## config.mk

```make
export PLATFORM = sky130hd
export DESIGN_NAME = sggs_switcher
export DESIGN_NICKNAME = d
export VERILOG_FILES = /design/src/rtl/sggs_pkg.sv /design/src/rtl/sggs_lerp.sv /design/src/rtl/sggs_switcher.sv
export VERILOG_INCLUDE_DIRS = /design/src /design/src/rtl
export SDC_FILE = /design/constraint.sdc
export NUM_CORES = 2
export LEC_CHECK = 0
export ABC_AREA = 1
export ABC_CLOCK_PERIOD_IN_PS = 8000
export BUFFER_PORTS_ARGS = -buffer_cell sky130_fd_sc_hd__buf_2
export CORE_ASPECT_RATIO = 0.8
export CORE_MARGIN = 2
export CORE_UTILIZATION = 34
export CTS_CLUSTER_DIAMETER = 60
export DETAILED_ROUTE_END_ITERATION = 10
export PLACE_DENSITY = 0.54
export SLEW_MARGIN = 40
export SYNTH_ARGS = -nofsm -noshare
export SYNTH_HDL_FRONTEND = slang
export SYNTH_SLANG_ARGS = --single-unit
```

## constraint.sdc

```tcl
create_clock -name CLK_IN -period 8 [get_ports CLK_IN]
set_input_delay 1.6 -clock CLK_IN [delete_from_list [all_inputs] [get_ports CLK_IN]]
set_output_delay 1.6 -clock CLK_IN [all_outputs]
set_load 0.03 [all_outputs]
```

## src/rtl/sggs_defs.svh

```systemverilog
`ifndef SGGS_DEFS_SVH
`define SGGS_DEFS_SVH

// timing
`define SGGS_CLK_NS 10
`define SGGS_MS_NS 1000000
`define SGGS_MS_CYCLES ((`SGGS_MS_NS) / (`SGGS_CLK_NS))

// switching modes
`define SGGS_MODE_FIX_A 3'h0
`define SGGS_MODE_FIX_B 3'h1
`define SGGS_MODE_DI 3'h2
`define SGGS_MODE_FREQ 3'h3
`define SGGS_MODE_DEV 3'h4
`define SGGS_MODE_SPEED 3'h5

// parameter defaults
`define SGGS_MODE_DEF 3'h0
`define SGGS_LEVEL_DEF 15'h0064
`define SGGS_HYST_DEF 15'h0005
`define SGGS_DELAY_DEF 12'h005
`define SGGS_BLEND_DEF 12'h005
`define SGGS_GAIN_A_DEF 16'h0064
`define SGGS_GAIN_B_DEF 16'h00C8

// register byte offsets
`define SGGS_OFS_MODE 8'h00
`define SGGS_OFS_LEVEL 8'h04
`define SGGS_OFS_HYST 8'h08
`define SGGS_OFS_DELAY 8'h0C
`define SGGS_OFS_BLEND 8'h10
`define SGGS_OFS_GAIN_A 8'h14
`define SGGS_OFS_GAIN_B 8'h24
`define SGGS_OFS_STATUS 8'h34
`define SGGS_WORD 8'h04

// status bit positions
`define SGGS_ST_GROUP 0
`define SGGS_ST_BLEND 1
`define SGGS_ST_PEND 2

// divider steps and gain count
`define SGGS_DIV_STEPS 5'h1C
`define SGGS_NGAIN 4

`endif

```

## src/rtl/sggs_pkg.sv

```systemverilog
package sggs_pkg;
    typedef enum logic [1:0] {
        SGGS_IDLE,
        SGGS_CONFIRM,
        SGGS_BLEND
    } sggs_state_e;
endpackage : sggs_pkg

```

## src/rtl/sggs_lerp.sv

```systemverilog
`timescale 1ns/1ps
`include "sggs_defs.svh"

module sggs_lerp (
    input wire logic clk_in, // control clock
    input wire logic rst_b_in, // async reset, low
    input wire logic hold_in, // follow target directly
    input wire logic load_in, // capture blend start
    input wire logic go_in, // recompute step
    input wire logic [15:0] target_in, // target gain
    input wire logic [11:0] elapsed_in, // ms into blend
    input wire logic [11:0] total_in, // blend length, ms
    output logic [15:0] value_out // interpolated gain
);
    logic [15:0] value_r;
    logic [15:0] start_r;
    logic [27:0] dvd_r;
    logic [12:0] rem_r;
    logic [15:0] quo_r;
    logic [4:0] cnt_r;
    logic fin_r;
    logic neg_r;
    wire neg = target_in < start_r;
    wire [15:0] mag = neg ? start_r - target_in : target_in - start_r;
    wire [27:0] prod = mag * elapsed_in;
    wire [12:0] rem_sh = {rem_r[11:0], dvd_r[27]};
    wire fits = rem_sh >= {1'b0, total_in};

    assign value_out = value_r;

    always_ff @(posedge clk_in or negedge rst_b_in) begin
        if (!rst_b_in) begin
            value_r <= 16'h0000;
            start_r <= 16'h0000;
            dvd_r <= 28'h0000000;
            rem_r <= 13'h0000;
            quo_r <= 16'h0000;
            cnt_r <= 5'h00;
            fin_r <= 1'b0;
            neg_r <= 1'b0;
        end else if (hold_in) begin
            value_r <= target_in;
            cnt_r <= 5'h00;
            fin_r <= 1'b0;
            if (load_in) begin
                start_r <= value_r;
            end
        end else if (go_in) begin
            if (elapsed_in >= total_in) begin
                value_r <= target_in;
                cnt_r <= 5'h00;
                fin_r <= 1'b0;
            end else begin
                dvd_r <= prod;
                neg_r <= neg;
                rem_r <= 13'h0000;
                quo_r <= 16'h0000;
                cnt_r <= `SGGS_DIV_STEPS;
                fin_r <= 1'b1;
            end
        end else if (cnt_r != 5'h00) begin
            // restoring division, one quotient bit a cycle
            rem_r <= fits ? rem_sh - {1'b0, total_in} : rem_sh;
            quo_r <= {quo_r[14:0], fits};
            dvd_r <= {dvd_r[26:0], 1'b0};
            cnt_r <= cnt_r - 5'h01;
        end else if (fin_r) begin
            value_r <= neg_r ? start_r - quo_r : start_r + quo_r;
            fin_r <= 1'b0;
        end
    end
endmodule : sggs_lerp

```

## src/rtl/sggs_switcher.sv

```systemverilog
`timescale 1ns/1ps
`include "sggs_defs.svh"

module sggs_switcher #(
    parameter int MS_CYCLES = `SGGS_MS_CYCLES
) (
    input wire logic CLK_IN, // 100 MHz control clock
    input wire logic RST_B_IN, // async reset, low
    input wire logic PSEL_IN, // apb select
    input wire logic PENABLE_IN, // apb enable
    input wire logic PWRITE_IN, // apb direction
    input wire logic [7:0] PADDR_IN, // apb byte address
    input wire logic [31:0] PWDATA_IN, // apb write data
    output logic [31:0] PRDATA_OUT, // apb read data
    output logic PREADY_OUT, // apb ready
    output logic PSLVERR_OUT, // apb error
    input wire logic GAIN_SEL_IN, // gain-select digital input pin
    input wire logic [15:0] CMD_FREQ_IN, // command pulse rate, 0.1 kHz
    input wire logic [15:0] POS_DEV_IN, // deviation magnitude, pulses
    input wire logic [15:0] MOTOR_SPEED_IN, // speed magnitude, r/min
    output logic [15:0] SPEED_GAIN_OUT, // speed loop gain
    output logic [15:0] SPEED_INTEG_OUT, // speed integral time
    output logic [15:0] TORQUE_FILT_OUT, // torque filter time
    output logic [15:0] POS_GAIN_OUT, // position loop gain
    output logic GROUP_OUT, // active group, 1 = B
    output logic BLENDING_OUT // blend in progress
);
    ////////////////////////////////////////////////////////////////
    logic [2:0] gain_switch_mode_r;
    logic [14:0] gain_switch_level_r;
    logic [14:0] gain_switch_hysteresis_r;
    logic [11:0] gain_switch_confirm_delay_r;
    logic [11:0] gain_blend_time_r;
    logic [15:0] gain_a_r [0:3];
    logic [15:0] gain_b_r [0:3];
    logic [31:0] prdata_r;
    logic gsel_m_r;
    logic gsel_s_r;
    logic lvl_hi_r;
    logic lvl_hi_nxt;
    logic group_r;
    logic group_nxt;
    logic [11:0] cnt_r;
    logic [11:0] cnt_nxt;
    logic [11:0] elapsed_r;
    logic [11:0] elapsed_nxt;
    logic [16:0] tick_cnt_r;
    logic tick_r;
    logic go_r;
    sggs_pkg::sggs_state_e state_r;
    sggs_pkg::sggs_state_e state_nxt;
    logic [31:0] rdata;
    logic hit;
    logic [15:0] gain_now [0:3];
    logic [15:0] target [0:3];

    ////////////////////////////////////////////////////////////////
    // apb decode; zero wait states, read data latched in setup
    wire setup = PSEL_IN && !PENABLE_IN;
    wire wr = PSEL_IN && PENABLE_IN && PWRITE_IN && hit;
    wire sel_mode = PADDR_IN == `SGGS_OFS_MODE;
    wire sel_level = PADDR_IN == `SGGS_OFS_LEVEL;
    wire sel_hyst = PADDR_IN == `SGGS_OFS_HYST;
    wire sel_delay = PADDR_IN == `SGGS_OFS_DELAY;
    wire sel_blend = PADDR_IN == `SGGS_OFS_BLEND;
    wire sel_stat = PADDR_IN == `SGGS_OFS_STATUS;
    wire in_a = PADDR_IN >= `SGGS_OFS_GAIN_A && PADDR_IN < `SGGS_OFS_GAIN_B;
    wire in_b = PADDR_IN >= `SGGS_OFS_GAIN_B && PADDR_IN < `SGGS_OFS_STATUS;
    wire aligned = PADDR_IN[1:0] == 2'h0;
    wire [1:0] idx_a = 2'((PADDR_IN - `SGGS_OFS_GAIN_A) >> 2);
    wire [1:0] idx_b = 2'((PADDR_IN - `SGGS_OFS_GAIN_B) >> 2);
    wire [2:0] status = {state_r == sggs_pkg::SGGS_CONFIRM,
                         state_r == sggs_pkg::SGGS_BLEND, group_r};

    always_comb begin
        rdata = 32'h00000000;
        hit = aligned;
        if (!aligned) begin
            hit = 1'b0;
        end else if (sel_mode) begin
            rdata = {29'h0, gain_switch_mode_r};
        end else if (sel_level) begin
            rdata = {17'h0, gain_switch_level_r};
        end else if (sel_hyst) begin
            rdata = {17'h0, gain_switch_hysteresis_r};
        end else if (sel_delay) begin
            rdata = {20'h0, gain_switch_confirm_delay_r};
        end else if (sel_blend) begin
            rdata = {20'h0, gain_blend_time_r};
        end else if (in_a) begin
            rdata = {16'h0, gain_a_r[idx_a]};
        end else if (in_b) begin
            rdata = {16'h0, gain_b_r[idx_b]};
        end else if (sel_stat) begin
            rdata = {29'h0, status};
        end else begin
            hit = 1'b0;
        end
    end

    assign PREADY_OUT = 1'b1;
    assign PSLVERR_OUT = PSEL_IN && PENABLE_IN && !hit;
    assign PRDATA_OUT = prdata_r;

    always_ff @(posedge CLK_IN or negedge RST_B_IN) begin
        if (!RST_B_IN) begin
            prdata_r <= 32'h00000000;
        end else if (setup) begin
            prdata_r <= rdata;
        end
    end

    // status is read only; writes there are accepted and dropped
    always_ff @(posedge CLK_IN or negedge RST_B_IN) begin
        if (!RST_B_IN) begin
            gain_switch_mode_r <= `SGGS_MODE_DEF;
            gain_switch_level_r <= `SGGS_LEVEL_DEF;
            gain_switch_hysteresis_r <= `SGGS_HYST_DEF;
            gain_switch_confirm_delay_r <= `SGGS_DELAY_DEF;
            gain_blend_time_r <= `SGGS_BLEND_DEF;
            for (int i = 0; i < `SGGS_NGAIN; i++) begin
                gain_a_r[i] <= `SGGS_GAIN_A_DEF;
                gain_b_r[i] <= `SGGS_GAIN_B_DEF;
            end
        end else if (wr) begin
            if (sel_mode) begin
                gain_switch_mode_r <= PWDATA_IN[2:0];
            end else if (sel_level) begin
                gain_switch_level_r <= PWDATA_IN[14:0];
            end else if (sel_hyst) begin
                gain_switch_hysteresis_r <= PWDATA_IN[14:0];
            end else if (sel_delay) begin
                gain_switch_confirm_delay_r <= PWDATA_IN[11:0];
            end else if (sel_blend) begin
                gain_blend_time_r <= PWDATA_IN[11:0];
            end else if (in_a) begin
                gain_a_r[idx_a] <= PWDATA_IN[15:0];
            end else if (in_b) begin
                gain_b_r[idx_b] <= PWDATA_IN[15:0];
            end
        end
    end

    ////////////////////////////////////////////////////////////////
    // pin synchroniser and millisecond tick
    always_ff @(posedge CLK_IN or negedge RST_B_IN) begin
        if (!RST_B_IN) begin
            gsel_m_r <= 1'b0;
            gsel_s_r <= 1'b0;
        end else begin
            gsel_m_r <= GAIN_SEL_IN;
            gsel_s_r <= gsel_m_r;
        end
    end

    wire tick_wrap = tick_cnt_r == 17'(MS_CYCLES - 1);

    always_ff @(posedge CLK_IN or negedge RST_B_IN) begin
        if (!RST_B_IN) begin
            tick_cnt_r <= 17'h00000;
            tick_r <= 1'b0;
        end else begin
            tick_cnt_r <= tick_wrap ? 17'h00000 : tick_cnt_r + 17'h00001;
            tick_r <= tick_wrap;
        end
    end

    ////////////////////////////////////////////////////////////////
    // level comparison with hysteresis
    wire mode_lvl = gain_switch_mode_r == `SGGS_MODE_FREQ
                 || gain_switch_mode_r == `SGGS_MODE_DEV
                 || gain_switch_mode_r == `SGGS_MODE_SPEED;
    wire [15:0] qty = gain_switch_mode_r == `SGGS_MODE_FREQ ? CMD_FREQ_IN
                    : gain_switch_mode_r == `SGGS_MODE_DEV ? POS_DEV_IN
                    : MOTOR_SPEED_IN;
    wire above = {1'b0, qty} > {2'b0, gain_switch_level_r};
    // sum form avoids underflow when hysteresis exceeds level
    wire below = {1'b0, qty} + {2'b0, gain_switch_hysteresis_r}
               < {2'b0, gain_switch_level_r};

    always_comb begin
        lvl_hi_nxt = lvl_hi_r;
        if (!mode_lvl) begin
            lvl_hi_nxt = 1'b0;
        end else if (above) begin
            lvl_hi_nxt = 1'b1;
        end else if (below) begin
            lvl_hi_nxt = 1'b0;
        end
    end

    // undefined mode codes behave as fixed group A
    wire want = gain_switch_mode_r == `SGGS_MODE_FIX_B ? 1'b1
              : gain_switch_mode_r == `SGGS_MODE_DI ? gsel_s_r
              : mode_lvl ? lvl_hi_r
              : 1'b0;

    ////////////////////////////////////////////////////////////////
    // confirm and blend sequencing
    wire confirmed = cnt_r >= gain_switch_confirm_delay_r;
    wire last_ms = elapsed_r + 12'h001 >= gain_blend_time_r;

    always_comb begin
        state_nxt = state_r;
        group_nxt = group_r;
        cnt_nxt = cnt_r;
        elapsed_nxt = elapsed_r;
        case (state_r)
            sggs_pkg::SGGS_IDLE: begin
                cnt_nxt = 12'h000;
                if (want != group_r) begin
                    state_nxt = sggs_pkg::SGGS_CONFIRM;
                end
            end
            sggs_pkg::SGGS_CONFIRM: begin
                if (want == group_r) begin
                    state_nxt = sggs_pkg::SGGS_IDLE;
                    cnt_nxt = 12'h000;
                end else if (confirmed) begin
                    group_nxt = want;
                    elapsed_nxt = 12'h000;
                    cnt_nxt = 12'h000;
                    state_nxt = gain_blend_time_r == 12'h000 ? sggs_pkg::SGGS_IDLE
                                                             : sggs_pkg::SGGS_BLEND;
                end else if (tick_r) begin
                    cnt_nxt = cnt_r + 12'h001;
                end
            end
            sggs_pkg::SGGS_BLEND: begin
                if (tick_r) begin
                    elapsed_nxt = elapsed_r + 12'h001;
                    if (last_ms) begin
                        state_nxt = sggs_pkg::SGGS_IDLE;
                    end
                end
            end
            default: begin
                state_nxt = sggs_pkg::SGGS_IDLE;
            end
        endcase
    end

    always_ff @(posedge CLK_IN or negedge RST_B_IN) begin
        if (!RST_B_IN) begin
            state_r <= sggs_pkg::SGGS_IDLE;
            group_r <= 1'b0;
            cnt_r <= 12'h000;
            elapsed_r <= 12'h000;
            lvl_hi_r <= 1'b0;
            go_r <= 1'b0;
        end else begin
            state_r <= state_nxt;
            group_r <= group_nxt;
            cnt_r <= cnt_nxt;
            elapsed_r <= elapsed_nxt;
            lvl_hi_r <= lvl_hi_nxt;
            go_r <= tick_r && state_r == sggs_pkg::SGGS_BLEND;
        end
    end

    ////////////////////////////////////////////////////////////////
    // one interpolator per gain, all sharing the same timing
    wire blending = state_r == sggs_pkg::SGGS_BLEND;
    wire switch_now = group_nxt != group_r;

    for (genvar g = 0; g < `SGGS_NGAIN; g++) begin : g_gain
        assign target[g] = group_r ? gain_b_r[g] : gain_a_r[g];
        sggs_lerp u_lerp (
            .clk_in(CLK_IN),
            .rst_b_in(RST_B_IN),
            .hold_in(!blending),
            .load_in(switch_now),
            .go_in(go_r),
            .target_in(target[g]),
            .elapsed_in(elapsed_r),
            .total_in(gain_blend_time_r),
            .value_out(gain_now[g])
        );
    end

    assign SPEED_GAIN_OUT = gain_now[0];
    assign SPEED_INTEG_OUT = gain_now[1];
    assign TORQUE_FILT_OUT = gain_now[2];
    assign POS_GAIN_OUT = gain_now[3];
    assign GROUP_OUT = group_r;
    assign BLENDING_OUT = blending;

    ////////////////////////////////////////////////////////////////
    a_mode_fixed: assert property (
        @(posedge CLK_IN) disable iff (!RST_B_IN)
        gain_switch_mode_r == `SGGS_MODE_FIX_A |-> !want)
        else $error("fixed mode A asks for group B");

    a_di_follows: assert property (
        @(posedge CLK_IN) disable iff (!RST_B_IN)
        gain_switch_mode_r == `SGGS_MODE_DI |-> want == $past(GAIN_SEL_IN, 2))
        else $error("mode 2 does not follow the select input");

    a_level_above: assert property (
        @(posedge CLK_IN) disable iff (!RST_B_IN)
        mode_lvl && $stable(gain_switch_mode_r) && above |=> lvl_hi_r)
        else $error("level exceeded without asking for group B");

    a_gains_settled: assert property (
        @(posedge CLK_IN) disable iff (!RST_B_IN)
        !blending && !$past(blending) && $stable(group_r) && !$past(wr) && $past(RST_B_IN)
        |-> SPEED_GAIN_OUT == target[0] && POS_GAIN_OUT == target[3])
        else $error("gains not on the active group");

    a_level_default: assert property (
        @(posedge CLK_IN)
        $rose(RST_B_IN) |-> gain_switch_level_r == `SGGS_LEVEL_DEF
                         && gain_switch_hysteresis_r == `SGGS_HYST_DEF)
        else $error("level defaults wrong after reset");

    a_hyst_band: assert property (
        @(posedge CLK_IN) disable iff (!RST_B_IN)
        mode_lvl && lvl_hi_r && !below |=> lvl_hi_r)
        else $error("group B dropped inside hysteresis band");

    a_switch_delay: assert property (
        @(posedge CLK_IN) disable iff (!RST_B_IN)
        $changed(group_r) |-> $past(confirmed)
                            && $past(state_r) == sggs_pkg::SGGS_CONFIRM)
        else $error("group changed before confirm delay");

    a_cancel_lapse: assert property (
        @(posedge CLK_IN) disable iff (!RST_B_IN)
        state_r == sggs_pkg::SGGS_CONFIRM && want == group_r
        |=> state_r == sggs_pkg::SGGS_IDLE && cnt_r == 12'h000 && $stable(group_r))
        else $error("lapsed condition did not cancel");

    a_blend_start: assert property (
        @(posedge CLK_IN) disable iff (!RST_B_IN)
        switch_now && gain_blend_time_r != 12'h000 |=> blending && elapsed_r == 12'h000)
        else $error("change did not start a blend");

    a_return_low: assert property (
        @(posedge CLK_IN) disable iff (!RST_B_IN)
        $fell(lvl_hi_r) && $past(mode_lvl) |-> $past(below))
        else $error("returned to group A above level minus hysteresis");

    a_blend_lands: assert property (
        @(posedge CLK_IN) disable iff (!RST_B_IN)
        $fell(blending) ##1 !blending && !$past(wr)
        |-> TORQUE_FILT_OUT == target[2] && SPEED_INTEG_OUT == target[1])
        else $error("blend did not end on target");
endmodule : sggs_switcher

```

==> flow_metrics.py <==
metrics = {
    "global_routing": {
        "track_usage_pct": 22.9,
        "grt_start_max_net_pins": 138,
        "grt_pass1_wl_mm": 386,
        "grt_pass1_vias": 66600,
        "grt_antenna_before_repair": 8,
        "grt_overflow": 0,
    },
    "logic_synthesis": {
        "synthTopCellsByArea": "dfrtp_1, fa_1, nand2_1, ha_1, inv_1",
        "synth_area_per_cell_um2": 7.09,
        "ys_ff_latch": 630,
        "synth_top_area_share_pct": 20.9,
        "synth_area_mm2": 0.0716,
        "ys_seq_area_share_pct": 22.1,
        "ys_types": 55,
        "synth_edf_count": 0,
        "yosys_warnings": 0,
        "synth_largest_area_cell": "dfrtp_1",
        "synthArstFlopShare_pct": 100,
        "synth-main-ff-cell": "dfrtp_1",
        "synthCells": 10100,
    },
    "layout": {
        "postLayoutCellArea_mm2": 0.0825,
        "area_growth_syn_to_layout_pct": 15.3,
        "drive_gt1_share_pct": 11.3,
        "final_cell_count_no_fill": 13500,
        "nets": 11900,
    },
    "die": {
        "rows": 150,
        "die-area_mm2": 0.214,
        "boundaryPins": 194,
        "chipHeight_um": 414,
        "die_w_um": 517,
        "start_util_pct": 34.2,
        "core_mm2": 0.209,
    },
    "placement": {
        "portBuffers": 160,
        "dpl.hpwl_mm": 195,
        "dpl.cell_count": 13400,
        "gp_congestion": 0.924,
        "placed_area_mm2": 0.0794,
    },
    "power_and_ir_drop": {
        "p_leak_nw": 43.6,
        "power_density_mw_per_mm2": 98.6,
        "ir_drop_mv": 0.147,
    },
    "outcome": {
        "status": "finished clean",
    },
    "sta": {
        "tightest_slew_ns": 0.866,
        "final.setup_skew_ns": 0.0341,
        "rsz0062_at_grt": "yes",
        "setup_viol": 0,
        "hold_viol": 0,
        "period_share_pct": 97.7,
        "maxClockFrequency_mhz": 128,
        "slew_headroom_pct": 42.3,
        "fin_crit_ns": 7.82,
        "drv_slew": 0,
    },
    "routing": {
        "viasPerCell": 5.03,
        "wl_mm": 247,
        "dr.pass1.iters": 6,
        "detail_route.wl_per_cell_um": 18.3,
        "detail-route-antenna-nets": 0,
        "num_vias": 68000,
        "first_iter_violations": 5460,
        "drc_errors": 0,
    },
    "critical_path": {
        "r2r_start": "GROUP_OUT$_DFF_PN0_",
        "worstPathArrival_ns": 8.45,
        "crit_start": "GROUP_OUT$_DFF_PN0_",
        "end_kind": "flop",
        "critical_path.max_stage_delay_ns": 0.54,
        "crit_type": "flop to flop",
        "cp-start-kind": "flop",
        "slowest_stage": "fa_1",
        "critPathRequiredTime_ns": 8.63,
        "path_max_fanout": 7,
    },
    "run": {
        "maxCapViolations": 0,
    },
    "clocking": {
        "clk_latency_ns": 0.73,
        "cts.path.max_buffers": 3,
        "cts_root_buffer": "clkbuf_16",
        "htreeDepth": 3,
        "clock_sinks": 630,
        "cts_tree": "yes",
        "numCtsBuffers": 82,
        "path_clk_slew_ns": 0.07,
    },
    "hold_path": {
        "min_path_type": "flop to flop",
        "min_from": "gsel_m_r$_DFF_PN0_",
    },
}
==> power by group <==
part           total, mW  leakage (nW)  internal (mW)  switching (mW)
logic               1.02          33.7          0.342           0.679
clock network       3.90          1.36           2.23            1.67
registers           3.22          8.54           3.21          0.0141
==> worst max-delay path: cells and delay by family, from the launching register on <==
kind	cells	cell delay, ns
adder cells (fa/ha/maj)	8	3.51
AND/OR/NAND/NOR	14	2.05
buffers and inverters	10	1.20
flip-flops	1	0.39
AO/OA/AOI/OAI	2	0.28
XOR/XNOR	1	0.28
==> final timing paths <==
check / endpoint / slack, ns / cells past startpoint
setup / recovery: g_gain[2].u_lerp.dvd_r[21]$_DFFE_PN0P_ / 0.18 / 35
hold / removal: gsel_s_r$_DFF_PN0_ / 0.36 / 0
setup reg to reg: g_gain[2].u_lerp.dvd_r[21]$_DFFE_PN0P_ / 0.18 / 35
hold reg to reg: gsel_s_r$_DFF_PN0_ / 0.36 / 0
max in group asynchronous: g_gain[0].u_lerp.start_r[4]$_DFFE_PN0P_ / 5.66 / 3
min in group asynchronous: g_gain[3].u_lerp.dvd_r[23]$_DFFE_PN0P_ / 0.88 / 1
==> per-stage QoR <==
stage	hold WS (ns)	power (mW)	utilization (%)	setup TNS [ns]	setup WS, ns
floorplan	0.331	3.71	-	0	0.957
global placement	0.337	4.27	37.9	0	0.0761
detailed placement	0.342	4.27	38.0	0	0.117
CTS	0.356	8.21	39.3	0	0.103
global route	0.368	8.44	39.5	-0.384	-0.102
finish	0.356	8.14	39.5	0	0.181
==> repair_timing <==
action	in CTS	in global routing
resized for setup	0	82
hold buffers	0	0
setup buffers	0	4
endpoints found under the setup margin	0	68
==> state kept, by name, indices dropped and copies added (netlist names), 2 cells and up <==
signal                       flops
g_gain.u_lerp.dvd_r            112
g_gain.u_lerp.quo_r             64
g_gain.u_lerp.start_r           64
g_gain.u_lerp.value_out         64
gain_a_r                        64
gain_b_r                        64
g_gain.u_lerp.rem_r             48
g_gain.u_lerp.cnt_r             20
tick_cnt_r                      17
PRDATA_OUT                      16
gain_switch_hysteresis_r        15
gain_switch_level_r             15
cnt_r                           12
elapsed_r                       12
gain_blend_time_r               12
gain_switch_confirm_delay_r     12
g_gain.u_lerp.fin_r              4
g_gain.u_lerp.neg_r              4
gain_switch_mode_r               3
state_r                          2
==> cells in the mapped netlist, drive strengths merged (5+ instances only) <==
master,number
or2,61
xnor2,46
buf,110
nor2,1111
a21oi,532
ha,599
nand2,2486
a211oi,8
a31oi,47
xor2,202
o211ai,43
fa,577
nor4,18
o21bai,28
and2,6
inv,1638
o22ai,62
nand4,121
clkbuf,260
o31ai,10
nand3,631
o21a,17
nor3,60
clkinv,22
dfstp,33
o21ai,709
dfrtp,597
a21boi,5
nand3b,23
a21o,27
==> cells in the final DEF (no fill, tap or decap), types with 47 or more instances in the layout <==
master and instances:
dfrtp_1 586, buf_2 159, nand3_1 626, or2_2 61, o22ai_1 62, a21oi_1 518, fa_1 577, nand4_1 118
inv_1 1590, nand2_1 2448, buf_4 615, nor3_1 55, ha_1 594, o21ai_0 668, nor2_1 1083, xor2_1 202
a31oi_1 47, clkbuf_16 83
==> routing by layer <==
metal / share of wire (%) / global-route usage [%] / wire length, um / up-vias
met5: 0.011 / 0 / 27 / -
met4: 2.1 / 4.83 / 5210 / 4
met2: 42 / 34.4 / 104000 / 2003
met3: 6.9 / 3.51 / 16900 / 261
li1: - / - / - / 32800
met1: 49 / 34.3 / 120000 / 32900
==> kinds of logic (layout without fill, tap and decap cells) <==
| group | count (synthesis) | in the layout | share of synthesized area (%) |
|---|---|---|---|
| AND/OR/NAND/NOR | 4522 | 4522 | 26.1 |
| buffers and inverters | 2030 | 2611 | 11.0 |
| AO/OA/AOI/OAI | 1491 | 1491 | 11.1 |
| adder cells (fa/ha/maj) | 1176 | 1176 | 26.6 |
| flip-flops | 630 | 630 | 22.1 |
| XOR/XNOR | 248 | 248 | 3.03 |
| other | 2 | 20 | 0.0105 |
==> final cells by class <==
type / count / area (um2)
inverter: 1660 / 6260
fill: 22000 / 127000
tap: 2812 / 3520
clock buffer: 110 / 2320
clock inverter: 41 / 483
antenna: 3 / 7.51
timing repair buffer: 800 / 5920
multi-input combinational: 7454 / 48200
sequential: 630 / 15800
No activity file was read; power rests on OpenSTA's default activity.
